==> src/upf_regs.vh <==
// Constants of the serial packet framer
// Functional notes
// - Characters are 8N1, both directions
// - Baud chosen from fixed rate table
// - Frame opens with FE then length
// - Length equals payload count plus four
// - Order: src, dst, address, payload, terminator
// - FF terminator completes one frame
// - Address sent low byte first
// - Escape FF as FE FD, FE as FE FC
// - Length counts bytes before escaping
// - Host address names destination, 0000 means local
// - Host-bound address holds originating node
// - Received frames dispatched by destination port
// - Ports below 80 internal, rest host
// - Host source port below 80 not sent
// - Rejected source returns E0 report frame
// - Internal-port frames reach serial output only as E0 reports
// - Own address, host port: loop back
// - Port 20 lights LED payload times 100ms
// - Counted length never exceeds 63
`ifndef UPF_REGS_VH
`define UPF_REGS_VH
`define UPF_HEAD      8'hFE
`define UPF_TERM      8'hFF
`define UPF_ESC_FF    8'hFD
`define UPF_ESC_FE    8'hFC
`define UPF_LEN_OVH   8'h04
`define UPF_LEN_MAX   8'h3F
`define UPF_HOST_PORT 8'h80
`define UPF_LED_PORT  8'h20
`define UPF_ERR_CODE  8'hE0
`define UPF_ERR_SRC   8'h22
`define UPF_ERR_LEN   8'h06
`define UPF_LOCAL     16'h0000
`define UPF_IDX_SRC   0
`define UPF_IDX_DST   1
`define UPF_IDX_ALO   2
`define UPF_IDX_AHI   3
`define UPF_IDX_PAY   4
`define UPF_CLK_HZ    100000000
`define UPF_LED_MS    100
`endif

==> src/upf_framer.v <==
// Serial packet framer with port dispatch
`timescale 1ns/1ns
`include "upf_regs.vh"
module upf_framer #(
	parameter LED_TICK_CYC = (`UPF_CLK_HZ / 1000) * `UPF_LED_MS
) (
	input  wire        CLK_I,
	input  wire        RESET_N_I,
	input  wire        UART_RX_I,
	output wire        UART_TX_O,
	input  wire [3:0]  BAUD_SEL_I,
	input  wire [15:0] OWN_ADDR_I,
	output wire        NET_OUT_VALID_O,
	output wire [7:0]  NET_OUT_DATA_O,
	output wire        NET_OUT_LAST_O,
	input  wire        NET_OUT_READY_I,
	input  wire        NET_IN_VALID_I,
	input  wire [7:0]  NET_IN_DATA_I,
	input  wire        NET_IN_LAST_I,
	output wire        NET_IN_READY_O,
	output wire        LED_RED_O,
	output wire        FRAME_DROP_O
);
	localparam [1:0] U_IDLE = 2'h0, U_START = 2'h1, U_DATA = 2'h2, U_STOP = 2'h3;
	localparam [1:0] P_HUNT = 2'h0, P_LEN = 2'h1, P_BODY = 2'h2;
	localparam [1:0] E_IDLE = 2'h0, E_FWD = 2'h1, E_TX = 2'h2;
	localparam [1:0] S_RX = 2'h0, S_NET = 2'h1, S_ERR = 2'h2;
	localparam [2:0] T_HEAD = 3'h0, T_LEN = 3'h1, T_BODY = 3'h2, T_ESC = 3'h3, T_TERM = 3'h4;
	localparam [31:0] LED_TOP = LED_TICK_CYC - 1;

	function [31:0] baud_div;
		input [3:0] sel;
		begin
			case (sel)
			4'h0: baud_div = `UPF_CLK_HZ / 2400;
			4'h1: baud_div = `UPF_CLK_HZ / 4800;
			4'h2: baud_div = `UPF_CLK_HZ / 9600;
			4'h3: baud_div = `UPF_CLK_HZ / 14400;
			4'h4: baud_div = `UPF_CLK_HZ / 19200;
			4'h5: baud_div = `UPF_CLK_HZ / 28800;
			4'h6: baud_div = `UPF_CLK_HZ / 38400;
			4'h7: baud_div = `UPF_CLK_HZ / 57600;
			4'h9: baud_div = `UPF_CLK_HZ / 230400;
			4'hA: baud_div = `UPF_CLK_HZ / 125000;
			4'hB: baud_div = `UPF_CLK_HZ / 250000;
			4'hC: baud_div = `UPF_CLK_HZ / 500000;
			default: baud_div = `UPF_CLK_HZ / 115200;
			endcase
		end
	endfunction

	reg  [3:0]  baud_s1_ff, baud_s2_ff;
	reg  [15:0] own_s1_ff, own_s2_ff;
	wire [31:0] div32 = baud_div(baud_s2_ff);
	wire [15:0] div   = div32[15:0];

	// Serial receiver
	reg        rx_s1_ff, rx_s2_ff, rx_s3_ff;
	reg [1:0]  u_st_ff;
	reg [15:0] u_cnt_ff;
	reg [2:0]  u_bit_ff;
	reg [7:0]  u_sh_ff;
	reg        rx_vld_ff;
	reg [7:0]  rx_dat_ff;

	always @(posedge CLK_I) begin
		rx_s1_ff <= UART_RX_I;
		rx_s2_ff <= rx_s1_ff;
		rx_s3_ff <= rx_s2_ff;
		baud_s1_ff <= BAUD_SEL_I;
		baud_s2_ff <= baud_s1_ff;
		own_s1_ff  <= OWN_ADDR_I;
		own_s2_ff  <= own_s1_ff;
		if (!RESET_N_I) begin
			u_st_ff   <= U_IDLE;
			u_cnt_ff  <= 16'h0000;
			u_bit_ff  <= 3'h0;
			u_sh_ff   <= 8'h00;
			rx_vld_ff <= 1'b0;
			rx_dat_ff <= 8'h00;
		end else begin
			rx_vld_ff <= 1'b0;
			if (u_st_ff == U_IDLE) begin
				if (rx_s3_ff & !rx_s2_ff) begin
					u_st_ff  <= U_START;
					u_cnt_ff <= {1'b0, div[15:1]};
				end
			end else if (u_cnt_ff != 16'h0000) begin
				u_cnt_ff <= u_cnt_ff - 16'h0001;
			end else begin
				u_cnt_ff <= div - 16'h0001;
				case (u_st_ff)
				U_START: begin
					u_st_ff  <= rx_s2_ff ? U_IDLE : U_DATA;
					u_bit_ff <= 3'h0;
				end
				U_DATA: begin
					u_sh_ff  <= {rx_s2_ff, u_sh_ff[7:1]};
					u_bit_ff <= u_bit_ff + 3'h1;
					if (u_bit_ff == 3'h7) begin
						u_st_ff <= U_STOP;
					end
				end
				default: begin
					u_st_ff   <= U_IDLE;
					rx_vld_ff <= rx_s2_ff;
					rx_dat_ff <= u_sh_ff;
				end
				endcase
			end
		end
	end

	// Frame parser with unescaping
	reg [7:0] rbuf_ff [0:63];
	reg [1:0] p_st_ff;
	reg       p_esc_ff;
	reg [7:0] p_len_ff;
	reg [7:0] p_cnt_ff;
	reg       p_bad_ff;
	reg       drop_ff;
	reg       rx_full_ff;
	reg [7:0] rx_len_ff;
	wire [7:0] b = rx_dat_ff;
	wire is_hd = (b == `UPF_HEAD);
	wire is_tm = (b == `UPF_TERM);
	wire is_es = (b == `UPF_ESC_FF) | (b == `UPF_ESC_FE);
	wire p_head = rx_vld_ff & !p_esc_ff & is_hd;
	wire p_term = rx_vld_ff & is_tm;
	wire p_put  = rx_vld_ff & (p_st_ff == P_BODY) & (p_esc_ff ? is_es : !is_hd & !is_tm);
	wire p_lenb = rx_vld_ff & (p_esc_ff ? (!is_es & !is_tm) : (p_st_ff == P_LEN) & !is_hd & !is_tm);
	wire [7:0] p_val = !p_esc_ff ? b : (b == `UPF_ESC_FF) ? `UPF_TERM : `UPF_HEAD;
	wire len_ok = (b >= `UPF_LEN_OVH) & (b <= `UPF_LEN_MAX) & !rx_full_ff;
	wire p_done = p_term & !p_esc_ff & (p_st_ff == P_BODY) & !p_bad_ff & (p_cnt_ff == p_len_ff);

	always @(posedge CLK_I) begin
		if (p_put & (p_cnt_ff < p_len_ff)) begin
			rbuf_ff[p_cnt_ff[5:0]] <= p_val;
		end
		if (!RESET_N_I) begin
			p_st_ff  <= P_HUNT;
			p_esc_ff <= 1'b0;
			p_len_ff <= 8'h00;
			p_cnt_ff <= 8'h00;
			p_bad_ff <= 1'b0;
			drop_ff  <= 1'b0;
		end else begin
			drop_ff <= 1'b0;
			if (rx_vld_ff & p_esc_ff) begin
				p_esc_ff <= 1'b0;
			end
			if (p_head) begin
				if (p_st_ff == P_BODY) begin
					p_esc_ff <= 1'b1;
				end else begin
					p_st_ff <= P_LEN;
				end
			end
			if (p_lenb) begin
				drop_ff  <= (p_st_ff == P_BODY);
				p_st_ff  <= len_ok ? P_BODY : P_HUNT;
				p_len_ff <= b;
				p_cnt_ff <= 8'h00;
				p_bad_ff <= 1'b0;
			end
			if (p_put) begin
				if (p_cnt_ff == p_len_ff) begin
					p_bad_ff <= 1'b1;
				end else begin
					p_cnt_ff <= p_cnt_ff + 8'h01;
				end
			end
			if (p_term) begin
				p_st_ff <= P_HUNT;
				drop_ff <= !p_done & (p_st_ff != P_HUNT);
			end
		end
	end

	// Frames arriving from the network side
	reg [7:0] nbuf_ff [0:63];
	reg [6:0] n_cnt_ff;
	reg       net_full_ff;
	reg [7:0] n_len_ff;
	wire n_acc = NET_IN_VALID_I & !net_full_ff;
	wire [7:0] n_nxt = {1'b0, n_cnt_ff} + 8'h01;
	wire n_done = n_acc & NET_IN_LAST_I & (n_nxt >= `UPF_LEN_OVH) & (n_nxt <= `UPF_LEN_MAX);
	assign NET_IN_READY_O = !net_full_ff;

	always @(posedge CLK_I) begin
		if (n_acc & (n_cnt_ff < 7'h3F)) begin
			nbuf_ff[n_cnt_ff[5:0]] <= NET_IN_DATA_I;
		end
		if (!RESET_N_I) begin
			n_cnt_ff <= 7'h00;
			n_len_ff <= 8'h00;
		end else if (n_acc) begin
			n_cnt_ff <= NET_IN_LAST_I ? 7'h00 : (n_cnt_ff == 7'h7F ? n_cnt_ff : n_nxt[6:0]);
			if (n_done) begin
				n_len_ff <= n_nxt;
			end
		end
	end

	// Dispatch engine
	reg [1:0] e_st_ff;
	reg [1:0] src_ff;
	reg [2:0] t_ph_ff;
	reg [7:0] idx_ff;
	reg [9:0] tx_sh_ff;
	reg [3:0] tx_n_ff;
	reg [15:0] tx_cnt_ff;
	reg [7:0] led_rem_ff;
	reg [23:0] led_tick_ff;
	reg [7:0] c;
	reg [7:0] nxt_tx_byte;

	wire [7:0]  r_src  = rbuf_ff[`UPF_IDX_SRC];
	wire [7:0]  r_dst  = rbuf_ff[`UPF_IDX_DST];
	wire [15:0] r_addr = {rbuf_ff[`UPF_IDX_AHI], rbuf_ff[`UPF_IDX_ALO]};
	wire r_loc   = (r_addr == `UPF_LOCAL) | (r_addr == own_s2_ff);
	wire dec_rx  = (e_st_ff == E_IDLE) & rx_full_ff;
	wire dec_net = (e_st_ff == E_IDLE) & !rx_full_ff & net_full_ff;
	wire rx_err  = r_src < `UPF_HOST_PORT;
	wire rx_int  = !rx_err & (r_dst < `UPF_HOST_PORT) & r_loc;
	wire rx_loop = !rx_err & (r_dst >= `UPF_HOST_PORT) & (r_addr == own_s2_ff);
	wire net_int = nbuf_ff[`UPF_IDX_DST] < `UPF_HOST_PORT;
	wire led_rx  = dec_rx & rx_int & (r_dst == `UPF_LED_PORT) & (rx_len_ff > `UPF_LEN_OVH);
	wire led_net = dec_net & net_int & (nbuf_ff[`UPF_IDX_DST] == `UPF_LED_PORT) & (n_len_ff > `UPF_LEN_OVH);
	wire [7:0] led_val = led_rx ? rbuf_ff[`UPF_IDX_PAY] : nbuf_ff[`UPF_IDX_PAY];
	wire [7:0] t_len = (src_ff == S_RX) ? rx_len_ff : (src_ff == S_NET) ? n_len_ff : `UPF_ERR_LEN;
	wire last_b = (idx_ff == t_len - 8'h01);
	wire c_esc  = (c == `UPF_TERM) | (c == `UPF_HEAD);
	wire tx_go  = (e_st_ff == E_TX) & (tx_n_ff == 4'h0);
	wire f_rdy;
	wire f_push = (e_st_ff == E_FWD) & f_rdy;

	always @* begin
		c = rbuf_ff[idx_ff[5:0]];
		if (src_ff == S_NET) begin
			c = nbuf_ff[idx_ff[5:0]];
		end else if (src_ff == S_ERR) begin
			case (idx_ff)
			8'h00: c = `UPF_ERR_SRC;
			8'h04: c = `UPF_ERR_CODE;
			8'h05: c = r_src;
			default: c = rbuf_ff[idx_ff[5:0]];
			endcase
		end
		case (t_ph_ff)
		T_HEAD: nxt_tx_byte = `UPF_HEAD;
		T_LEN: nxt_tx_byte = t_len;
		T_BODY: nxt_tx_byte = c_esc ? `UPF_HEAD : c;
		T_ESC: nxt_tx_byte = (c == `UPF_TERM) ? `UPF_ESC_FF : `UPF_ESC_FE;
		default: nxt_tx_byte = `UPF_TERM;
		endcase
	end

	always @(posedge CLK_I) begin
		if (!RESET_N_I) begin
			e_st_ff     <= E_IDLE;
			src_ff      <= S_RX;
			t_ph_ff     <= T_HEAD;
			idx_ff      <= 8'h00;
			rx_full_ff  <= 1'b0;
			rx_len_ff   <= 8'h00;
			net_full_ff <= 1'b0;
		end else begin
			if (p_done) begin
				rx_full_ff <= 1'b1;
				rx_len_ff  <= p_len_ff;
			end
			if (n_done) begin
				net_full_ff <= 1'b1;
			end
			case (e_st_ff)
			E_IDLE: begin
				idx_ff  <= 8'h00;
				t_ph_ff <= T_HEAD;
				if (dec_rx) begin
					if (rx_err | rx_loop) begin
						src_ff  <= rx_err ? S_ERR : S_RX;
						e_st_ff <= E_TX;
					end else if (rx_int) begin
						rx_full_ff <= 1'b0;
					end else begin
						e_st_ff <= E_FWD;
					end
				end else if (dec_net) begin
					if (net_int) begin
						net_full_ff <= 1'b0;
					end else begin
						src_ff  <= S_NET;
						e_st_ff <= E_TX;
					end
				end
			end
			E_FWD: begin
				if (f_push) begin
					idx_ff <= idx_ff + 8'h01;
					if (idx_ff == rx_len_ff - 8'h01) begin
						rx_full_ff <= 1'b0;
						e_st_ff    <= E_IDLE;
					end
				end
			end
			E_TX: begin
				if (tx_go) begin
					case (t_ph_ff)
					T_HEAD: t_ph_ff <= T_LEN;
					T_LEN: t_ph_ff <= T_BODY;
					T_BODY, T_ESC: begin
						if (t_ph_ff == T_BODY & c_esc) begin
							t_ph_ff <= T_ESC;
						end else begin
							idx_ff  <= idx_ff + 8'h01;
							t_ph_ff <= last_b ? T_TERM : T_BODY;
						end
					end
					default: begin
						e_st_ff <= E_IDLE;
						if (src_ff == S_NET) begin
							net_full_ff <= 1'b0;
						end else begin
							rx_full_ff <= 1'b0;
						end
					end
					endcase
				end
			end
			default: e_st_ff <= E_IDLE;
			endcase
		end
	end

	// Serial transmitter
	always @(posedge CLK_I) begin
		if (!RESET_N_I) begin
			tx_sh_ff  <= 10'h3FF;
			tx_n_ff   <= 4'h0;
			tx_cnt_ff <= 16'h0000;
		end else if (tx_go) begin
			tx_sh_ff  <= {1'b1, nxt_tx_byte, 1'b0};
			tx_n_ff   <= 4'hA;
			tx_cnt_ff <= div - 16'h0001;
		end else if (tx_n_ff != 4'h0) begin
			if (tx_cnt_ff == 16'h0000) begin
				tx_sh_ff  <= {1'b1, tx_sh_ff[9:1]};
				tx_n_ff   <= tx_n_ff - 4'h1;
				tx_cnt_ff <= div - 16'h0001;
			end else begin
				tx_cnt_ff <= tx_cnt_ff - 16'h0001;
			end
		end
	end
	assign UART_TX_O = tx_sh_ff[0];

	// Red indicator timer
	always @(posedge CLK_I) begin
		if (!RESET_N_I) begin
			led_rem_ff  <= 8'h00;
			led_tick_ff <= 24'h000000;
		end else if (led_rx | led_net) begin
			led_rem_ff  <= led_val;
			led_tick_ff <= 24'h000000;
		end else if (led_rem_ff != 8'h00) begin
			if (led_tick_ff == LED_TOP[23:0]) begin
				led_tick_ff <= 24'h000000;
				led_rem_ff  <= led_rem_ff - 8'h01;
			end else begin
				led_tick_ff <= led_tick_ff + 24'h000001;
			end
		end
	end
	assign LED_RED_O    = (led_rem_ff != 8'h00);
	assign FRAME_DROP_O = drop_ff;

	upf_fifo #(
		.W  (9),
		.D  (8),
		.AW (3)
	) u_fifo (
		.clk_i       (CLK_I),
		.reset_n_i   (RESET_N_I),
		.in_valid_i  (e_st_ff == E_FWD),
		.in_ready_o  (f_rdy),
		.in_data_i   ({idx_ff == rx_len_ff - 8'h01, rbuf_ff[idx_ff[5:0]]}),
		.out_valid_o (NET_OUT_VALID_O),
		.out_ready_i (NET_OUT_READY_I),
		.out_data_o  ({NET_OUT_LAST_O, NET_OUT_DATA_O})
	);
endmodule

==> src/upf_fifo.v <==
// Byte FIFO toward the network side
`timescale 1ns/1ns
module upf_fifo #(
	parameter W  = 9,
	parameter D  = 8,
	parameter AW = 3
) (
	input  wire         clk_i,
	input  wire         reset_n_i,
	input  wire         in_valid_i,
	output wire         in_ready_o,
	input  wire [W-1:0] in_data_i,
	output wire         out_valid_o,
	input  wire         out_ready_i,
	output wire [W-1:0] out_data_o
);
	reg [W-1:0] mem_ff [0:D-1];
	reg [AW-1:0] wr_ff;
	reg [AW-1:0] rd_ff;
	reg [AW:0]   cnt_ff;
	wire         push;
	wire         pop;
	localparam [AW:0] FULL = D;

	assign in_ready_o  = (cnt_ff != FULL);
	assign out_valid_o = (cnt_ff != {(AW+1){1'b0}});
	assign out_data_o  = mem_ff[rd_ff];
	assign push        = in_valid_i & in_ready_o;
	assign pop         = out_valid_o & out_ready_i;

	always @(posedge clk_i) begin
		if (push) begin
			mem_ff[wr_ff] <= in_data_i;
		end
		if (!reset_n_i) begin
			wr_ff  <= {AW{1'b0}};
			rd_ff  <= {AW{1'b0}};
			cnt_ff <= {(AW+1){1'b0}};
		end else begin
			if (push) begin
				wr_ff <= wr_ff + 1'b1;
			end
			if (pop) begin
				rd_ff <= rd_ff + 1'b1;
			end
			if (push & !pop) begin
				cnt_ff <= cnt_ff + 1'b1;
			end else if (pop & !push) begin
				cnt_ff <= cnt_ff - 1'b1;
			end
		end
	end
endmodule

==> config.mk <==
export PLATFORM = sky130hd
export DESIGN_NAME = upf_framer
export DESIGN_NICKNAME = d
export VERILOG_FILES = /design/src/upf_framer.v /design/src/upf_fifo.v
export VERILOG_INCLUDE_DIRS = /design/src
export SDC_FILE = /design/constraint.sdc
export NUM_CORES = 2
export LEC_CHECK = 0
export BUFFER_PORTS_ARGS = -buffer_cell sky130_fd_sc_hd__buf_2
export CAP_MARGIN = 20
export CORE_MARGIN = 8
export CORE_UTILIZATION = 50
export CTS_BUF_LIST = sky130_fd_sc_hd__clkbuf_8
export CTS_CLUSTER_DIAMETER = 80
export DETAILED_ROUTE_END_ITERATION = 12
export PLACE_DENSITY = 0.64
export REMOVE_ABC_BUFFERS = 1
export SLEW_MARGIN = 20
export SYNTH_ARGS = -nofsm -noshare
export SYNTH_HDL_FRONTEND = slang
export SYNTH_SLANG_ARGS = --single-unit
export TNS_END_PERCENT = 1
==> constraint.sdc <==
create_clock -name CLK_I -period 3.45 [get_ports CLK_I]
set_clock_uncertainty 0.1 [all_clocks]
set_input_delay 0.69 -clock CLK_I [delete_from_list [all_inputs] [get_ports CLK_I]]
set_output_delay 0.69 -clock CLK_I [all_outputs]
set_load 0.005 [all_outputs]
==> results.py <==
metrics = {
    "clock_network": {
        "cts_htree_levels": 4,
        "tritoncts": "done",
        "clock_latency_late_sink_ns": 0.89,
        "cts-buffers-inserted": 210,
        "cts_buffer_depth": 3,
        "cts_sinks": 1329,
        "cts.reportedPaths.clkPinSlew_ns": 0.06,
        "ctsRootBufferMaster": "sky130_fd_sc_hd__clkbuf_8",
    },
    "layout": {
        "final-instance-count-excl-fill": 5880,
        "storage_cell_area_mm2": 0.0376,
        "post-route-util_pct": 59.1,
        "multiInputGateArea_mm2": 0.0169,
        "final.fill_count": 8413,
        "post_route_cells_drive_above_1_share_pct": 25.3,
        "fin_nets": 4303,
        "area_growth_syn_to_layout_pct": 17.6,
    },
    "critical_path": {
        "crit_slowest_cell": "sky130_fd_sc_hd__nor2_1",
        "cp_data_required_time_ns": 4.13,
        "worstPathArrival_ns": 4.18,
        "worst_path_most_repeated_cell": "sky130_fd_sc_hd__buf_4",
        "cp_startpoint_kind": "flip-flop",
        "max_stage_delay_ns": 0.65,
        "crit_chain": "buf_12 -> clkbuf_16 -> buf_4 -> nor2_1 -> a22oi_1 -> a21oi_1 -> a2111oi_0 -> buf_4 -> a22oi_2 -> o221ai_4 -> and4_4 -> a21oi_2 -> buf_6 -> mux2i_1",
        "cp-end-kind": "flip-flop",
        "criticalPathCategory": "reg -> reg",
        "path_max_fanout": 6,
    },
    "sta": {
        "tightest_slew_ns": 1.07,
        "time_the_worst_path_needs_with_i_o_delays_and_setup_ns": 3.49,
        "post-route-worst-setup-slack_ns": -0.0449,
        "timing.slew.headroom_pct": 28.8,
        "finalCritPeriodShare_pct": 101,
        "grt_setup_unrepaired": "true",
        "fmaxAchievable_mhz": 286,
        "setup_violations": 1,
        "timing.final.hold_violations": 0,
        "report.final.slew_viol_count": 0,
    },
    "synthesis": {
        "yosys_register_bits": 1329,
        "syn_area_mm2": 0.0554,
        "synthesis.instances": 3654,
        "syn-mean-instance-area_um2": 15.2,
        "asyncSetResetFlopFracSynth_pct": 0,
        "synth.cells.most_frequent": "sky130_fd_sc_hd__edfxtp_1, sky130_fd_sc_hd__nor2_1, sky130_fd_sc_hd__dfxtp_1, sky130_fd_sc_hd__nand2_1, sky130_fd_sc_hd__mux2i_1",
        "share_of_the_yosys_chip_area_belonging_to_registers_pct": 67.8,
        "netlist.area_leader.share_pct": 59.4,
        "yosys.cell_types.count": 95,
        "synth_edf_count": 1096,
        "synth.largest_area_cell": "sky130_fd_sc_hd__edfxtp_1",
        "number_of_synthesis_warnings": 0,
        "yosys_most_used_dff": "sky130_fd_sc_hd__edfxtp_1",
        "synth.area.top_cells": "sky130_fd_sc_hd__edfxtp_1, sky130_fd_sc_hd__dfxtp_1, sky130_fd_sc_hd__mux4_2, sky130_fd_sc_hd__mux2i_1, sky130_fd_sc_hd__nor2_1",
        "synth.most_common_cell": "sky130_fd_sc_hd__edfxtp_1",
    },
    "min_path": {
        "hp-class": "in -> reg",
    },
    "power": {
        "peakVddDrop_uv": 377,
        "power_leakage_nw": 22.1,
        "fin_total_pwr_mw": 33.0,
        "power.density_mw_per_mm2": 506,
    },
    "drt": {
        "firstDrtPassIters": 5,
        "drt_first_iter_violations": 3579,
        "drt_drc_violations_left": 0,
        "drt_wl_total_um": 150000,
        "wl_per_cell_um": 25.5,
        "via_count": 34700,
        "viasPerCell": 5.90,
        "ant_nets": 0,
    },
    "placement": {
        "dp_hpwl_um": 100000,
        "finalWeightedCongestion": 0.877,
        "placement.io_buffers": 47,
        "dp_cells": 5416,
    },
    "grt": {
        "largest_net_degree_at_the_start_of_global_routing": 65,
        "grt_pass1_vias": 33600,
        "grt_overflow_total": 0,
        "grt_first_pass_wirelength_um": 218000,
        "grt_util_all_layers_pct": 23.9,
        "grt_antenna_before_repair": 3,
    },
    "outcome": {
        "outcome": "finished, violations left",
        "failed_checks": "setup timing",
    },
    "floorplanning": {
        "die_h_um": 349,
        "ios": 48,
        "die_width_um": 349,
        "row_count": 122,
        "dieArea_mm2": 0.122,
        "floorplan.initialDensity_pct": 50.2,
        "core_region_area_mm2": 0.110,
    },
    "job": {
        "max_cap_viol_count": 0,
    },
}
## per-layer routing
metal	part of all wire [%]	up-vias	track usage, %
met5	0.0067	-	0
li1	-	15300	-
met1	41	17500	33.0
met4	3.0	2	7.93
met2	47	1573	38.0
met3	8.7	248	4.78
## cell families (layout without fill, tap and decap cells)
logic type,Yosys count,in the layout,synth area share (%)
flops,1329,1329,67.8
simple gates,960,960,8.37
compound gates,536,536,6.49
mux,431,431,12.4
buf+inv,261,990,2.46
xor+xnor,90,90,1.42
fa+ha+maj,46,46,1.05
other cells,1,10,0.00677
## layout by cell type, fill, tap and decap left out, types with 16 or more instances in the layout
| cell type | count |
|---|---|
| sky130_fd_sc_hd__mux2_2 | 20 |
| sky130_fd_sc_hd__inv_1 | 134 |
| sky130_fd_sc_hd__and2_1 | 33 |
| sky130_fd_sc_hd__clkinv_1 | 50 |
| sky130_fd_sc_hd__or2_2 | 16 |
| sky130_fd_sc_hd__mux2i_1 | 204 |
| sky130_fd_sc_hd__nor4_1 | 21 |
| sky130_fd_sc_hd__ha_1 | 45 |
| sky130_fd_sc_hd__nand4_1 | 30 |
| sky130_fd_sc_hd__nand2_1 | 228 |
| sky130_fd_sc_hd__a31oi_1 | 29 |
| sky130_fd_sc_hd__o21ai_0 | 100 |
| sky130_fd_sc_hd__xor2_1 | 32 |
| sky130_fd_sc_hd__nand2b_1 | 23 |
| sky130_fd_sc_hd__a21oi_1 | 122 |
| sky130_fd_sc_hd__buf_2 | 45 |
| sky130_fd_sc_hd__nor2b_1 | 59 |
| sky130_fd_sc_hd__mux4_2 | 199 |
| sky130_fd_sc_hd__buf_12 | 33 |
| sky130_fd_sc_hd__nor2_1 | 308 |
| sky130_fd_sc_hd__a211oi_1 | 23 |
| sky130_fd_sc_hd__nand3_1 | 71 |
| sky130_fd_sc_hd__dlygate4sd3_1 | 23 |
| sky130_fd_sc_hd__clkinv_2 | 20 |
| sky130_fd_sc_hd__nor3_1 | 57 |
| sky130_fd_sc_hd__a22oi_1 | 70 |
| sky130_fd_sc_hd__o211ai_1 | 18 |
| sky130_fd_sc_hd__clkbuf_8 | 224 |
| sky130_fd_sc_hd__xnor2_1 | 58 |
| sky130_fd_sc_hd__buf_4 | 421 |
| sky130_fd_sc_hd__dfxtp_1 | 228 |
| sky130_fd_sc_hd__edfxtp_1 | 1096 |
## area by class of cell
class                   instances  share of cell area (%)
flip-flops and latches       1329                    57.7
multi-input cells            2071                    26.0
repair buffers                545                    7.21
clock buffers                 224                    4.73
well taps                    1488                    2.86
clock inverters               155                    1.21
inverters                      66                   0.380
diodes                          2                 0.00768
## worst paths after layout
check | slack, ns | cells past startpoint | from | endpoint
setup / recovery | -0.04 | 14 | flip-flop | flip-flop
hold / removal | 0.19 | 4 | NET_IN_VALID_I | n_cnt_ff[6]
setup reg to reg | -0.04 | 14 | flip-flop | flip-flop
hold reg to reg | 0.23 | 0 | own_s1_ff[5] | own_s2_ff[5]
## power by group
| part | leakage [nW] | total, mW | switching (mW) | internal, mW |
|---|---|---|---|---|
| clock | 2.27 | 12.4 | 6.06 | 6.34 |
| combinational | 7.94 | 2.91 | 1.63 | 1.28 |
| sequential | 11.9 | 17.7 | 0.205 | 17.5 |
| total | 22.1 | 33.0 | 7.89 | 25.1 |
## registers in the layout, indices dropped and copies added, names as in the netlist, 4 cells and up, named ones only
name and cells:
b 8, baud_s1_ff 4, div32 15, idx_ff 8, led_rem_ff 8, led_tick_ff 24
n_cnt_ff 7, n_len_ff 8, nbuf_ff 512, own_s1_ff 16, own_s2_ff 16, p_cnt_ff 8
p_len_ff 8, rbuf_ff 512, rx_len_ff 8, tx_cnt_ff 16, tx_n_ff 4, tx_sh_ff 9
u_cnt_ff 16, u_fifo.cnt_ff 4, u_fifo.mem_ff 72, u_sh_ff 8
## through the flow
step	setup TNS [ns]	cell area, um^2	hold slack, ns	worst slack, ns
after CTS	-0.0366	64200	0.0805	-0.0160
after detailed placement	-4.19	60000	0.212	-0.285
final	-0.0449	65200	0.187	-0.0449
after global routing	-0.458	65200	0.129	-0.0693
after global placement	-3.26	60000	0.211	-0.242
after floorplan	-594.07	54300	0.210	-7.61
## critical path: cells and delay by family (launching register included)
kind / cells / cell delay (ns)
buf+inv: 5 / 0.75
compound gates: 6 / 1.05
simple gates: 2 / 0.92
mux: 1 / 0.19
flops: 1 / 0.39
## what timing repair did
action | in CTS | in global routing
endpoints found under the setup margin | 22 | 36
hold buffers | 23 | 0
buffers inserted | 1 | 52
pin swaps | 1 | 26
endpoints found under the hold margin | 24 | 0
resized for setup | 18 | 87
gates cloned | 1 | 6
Note: power is estimated with default switching activity, not from simulation.
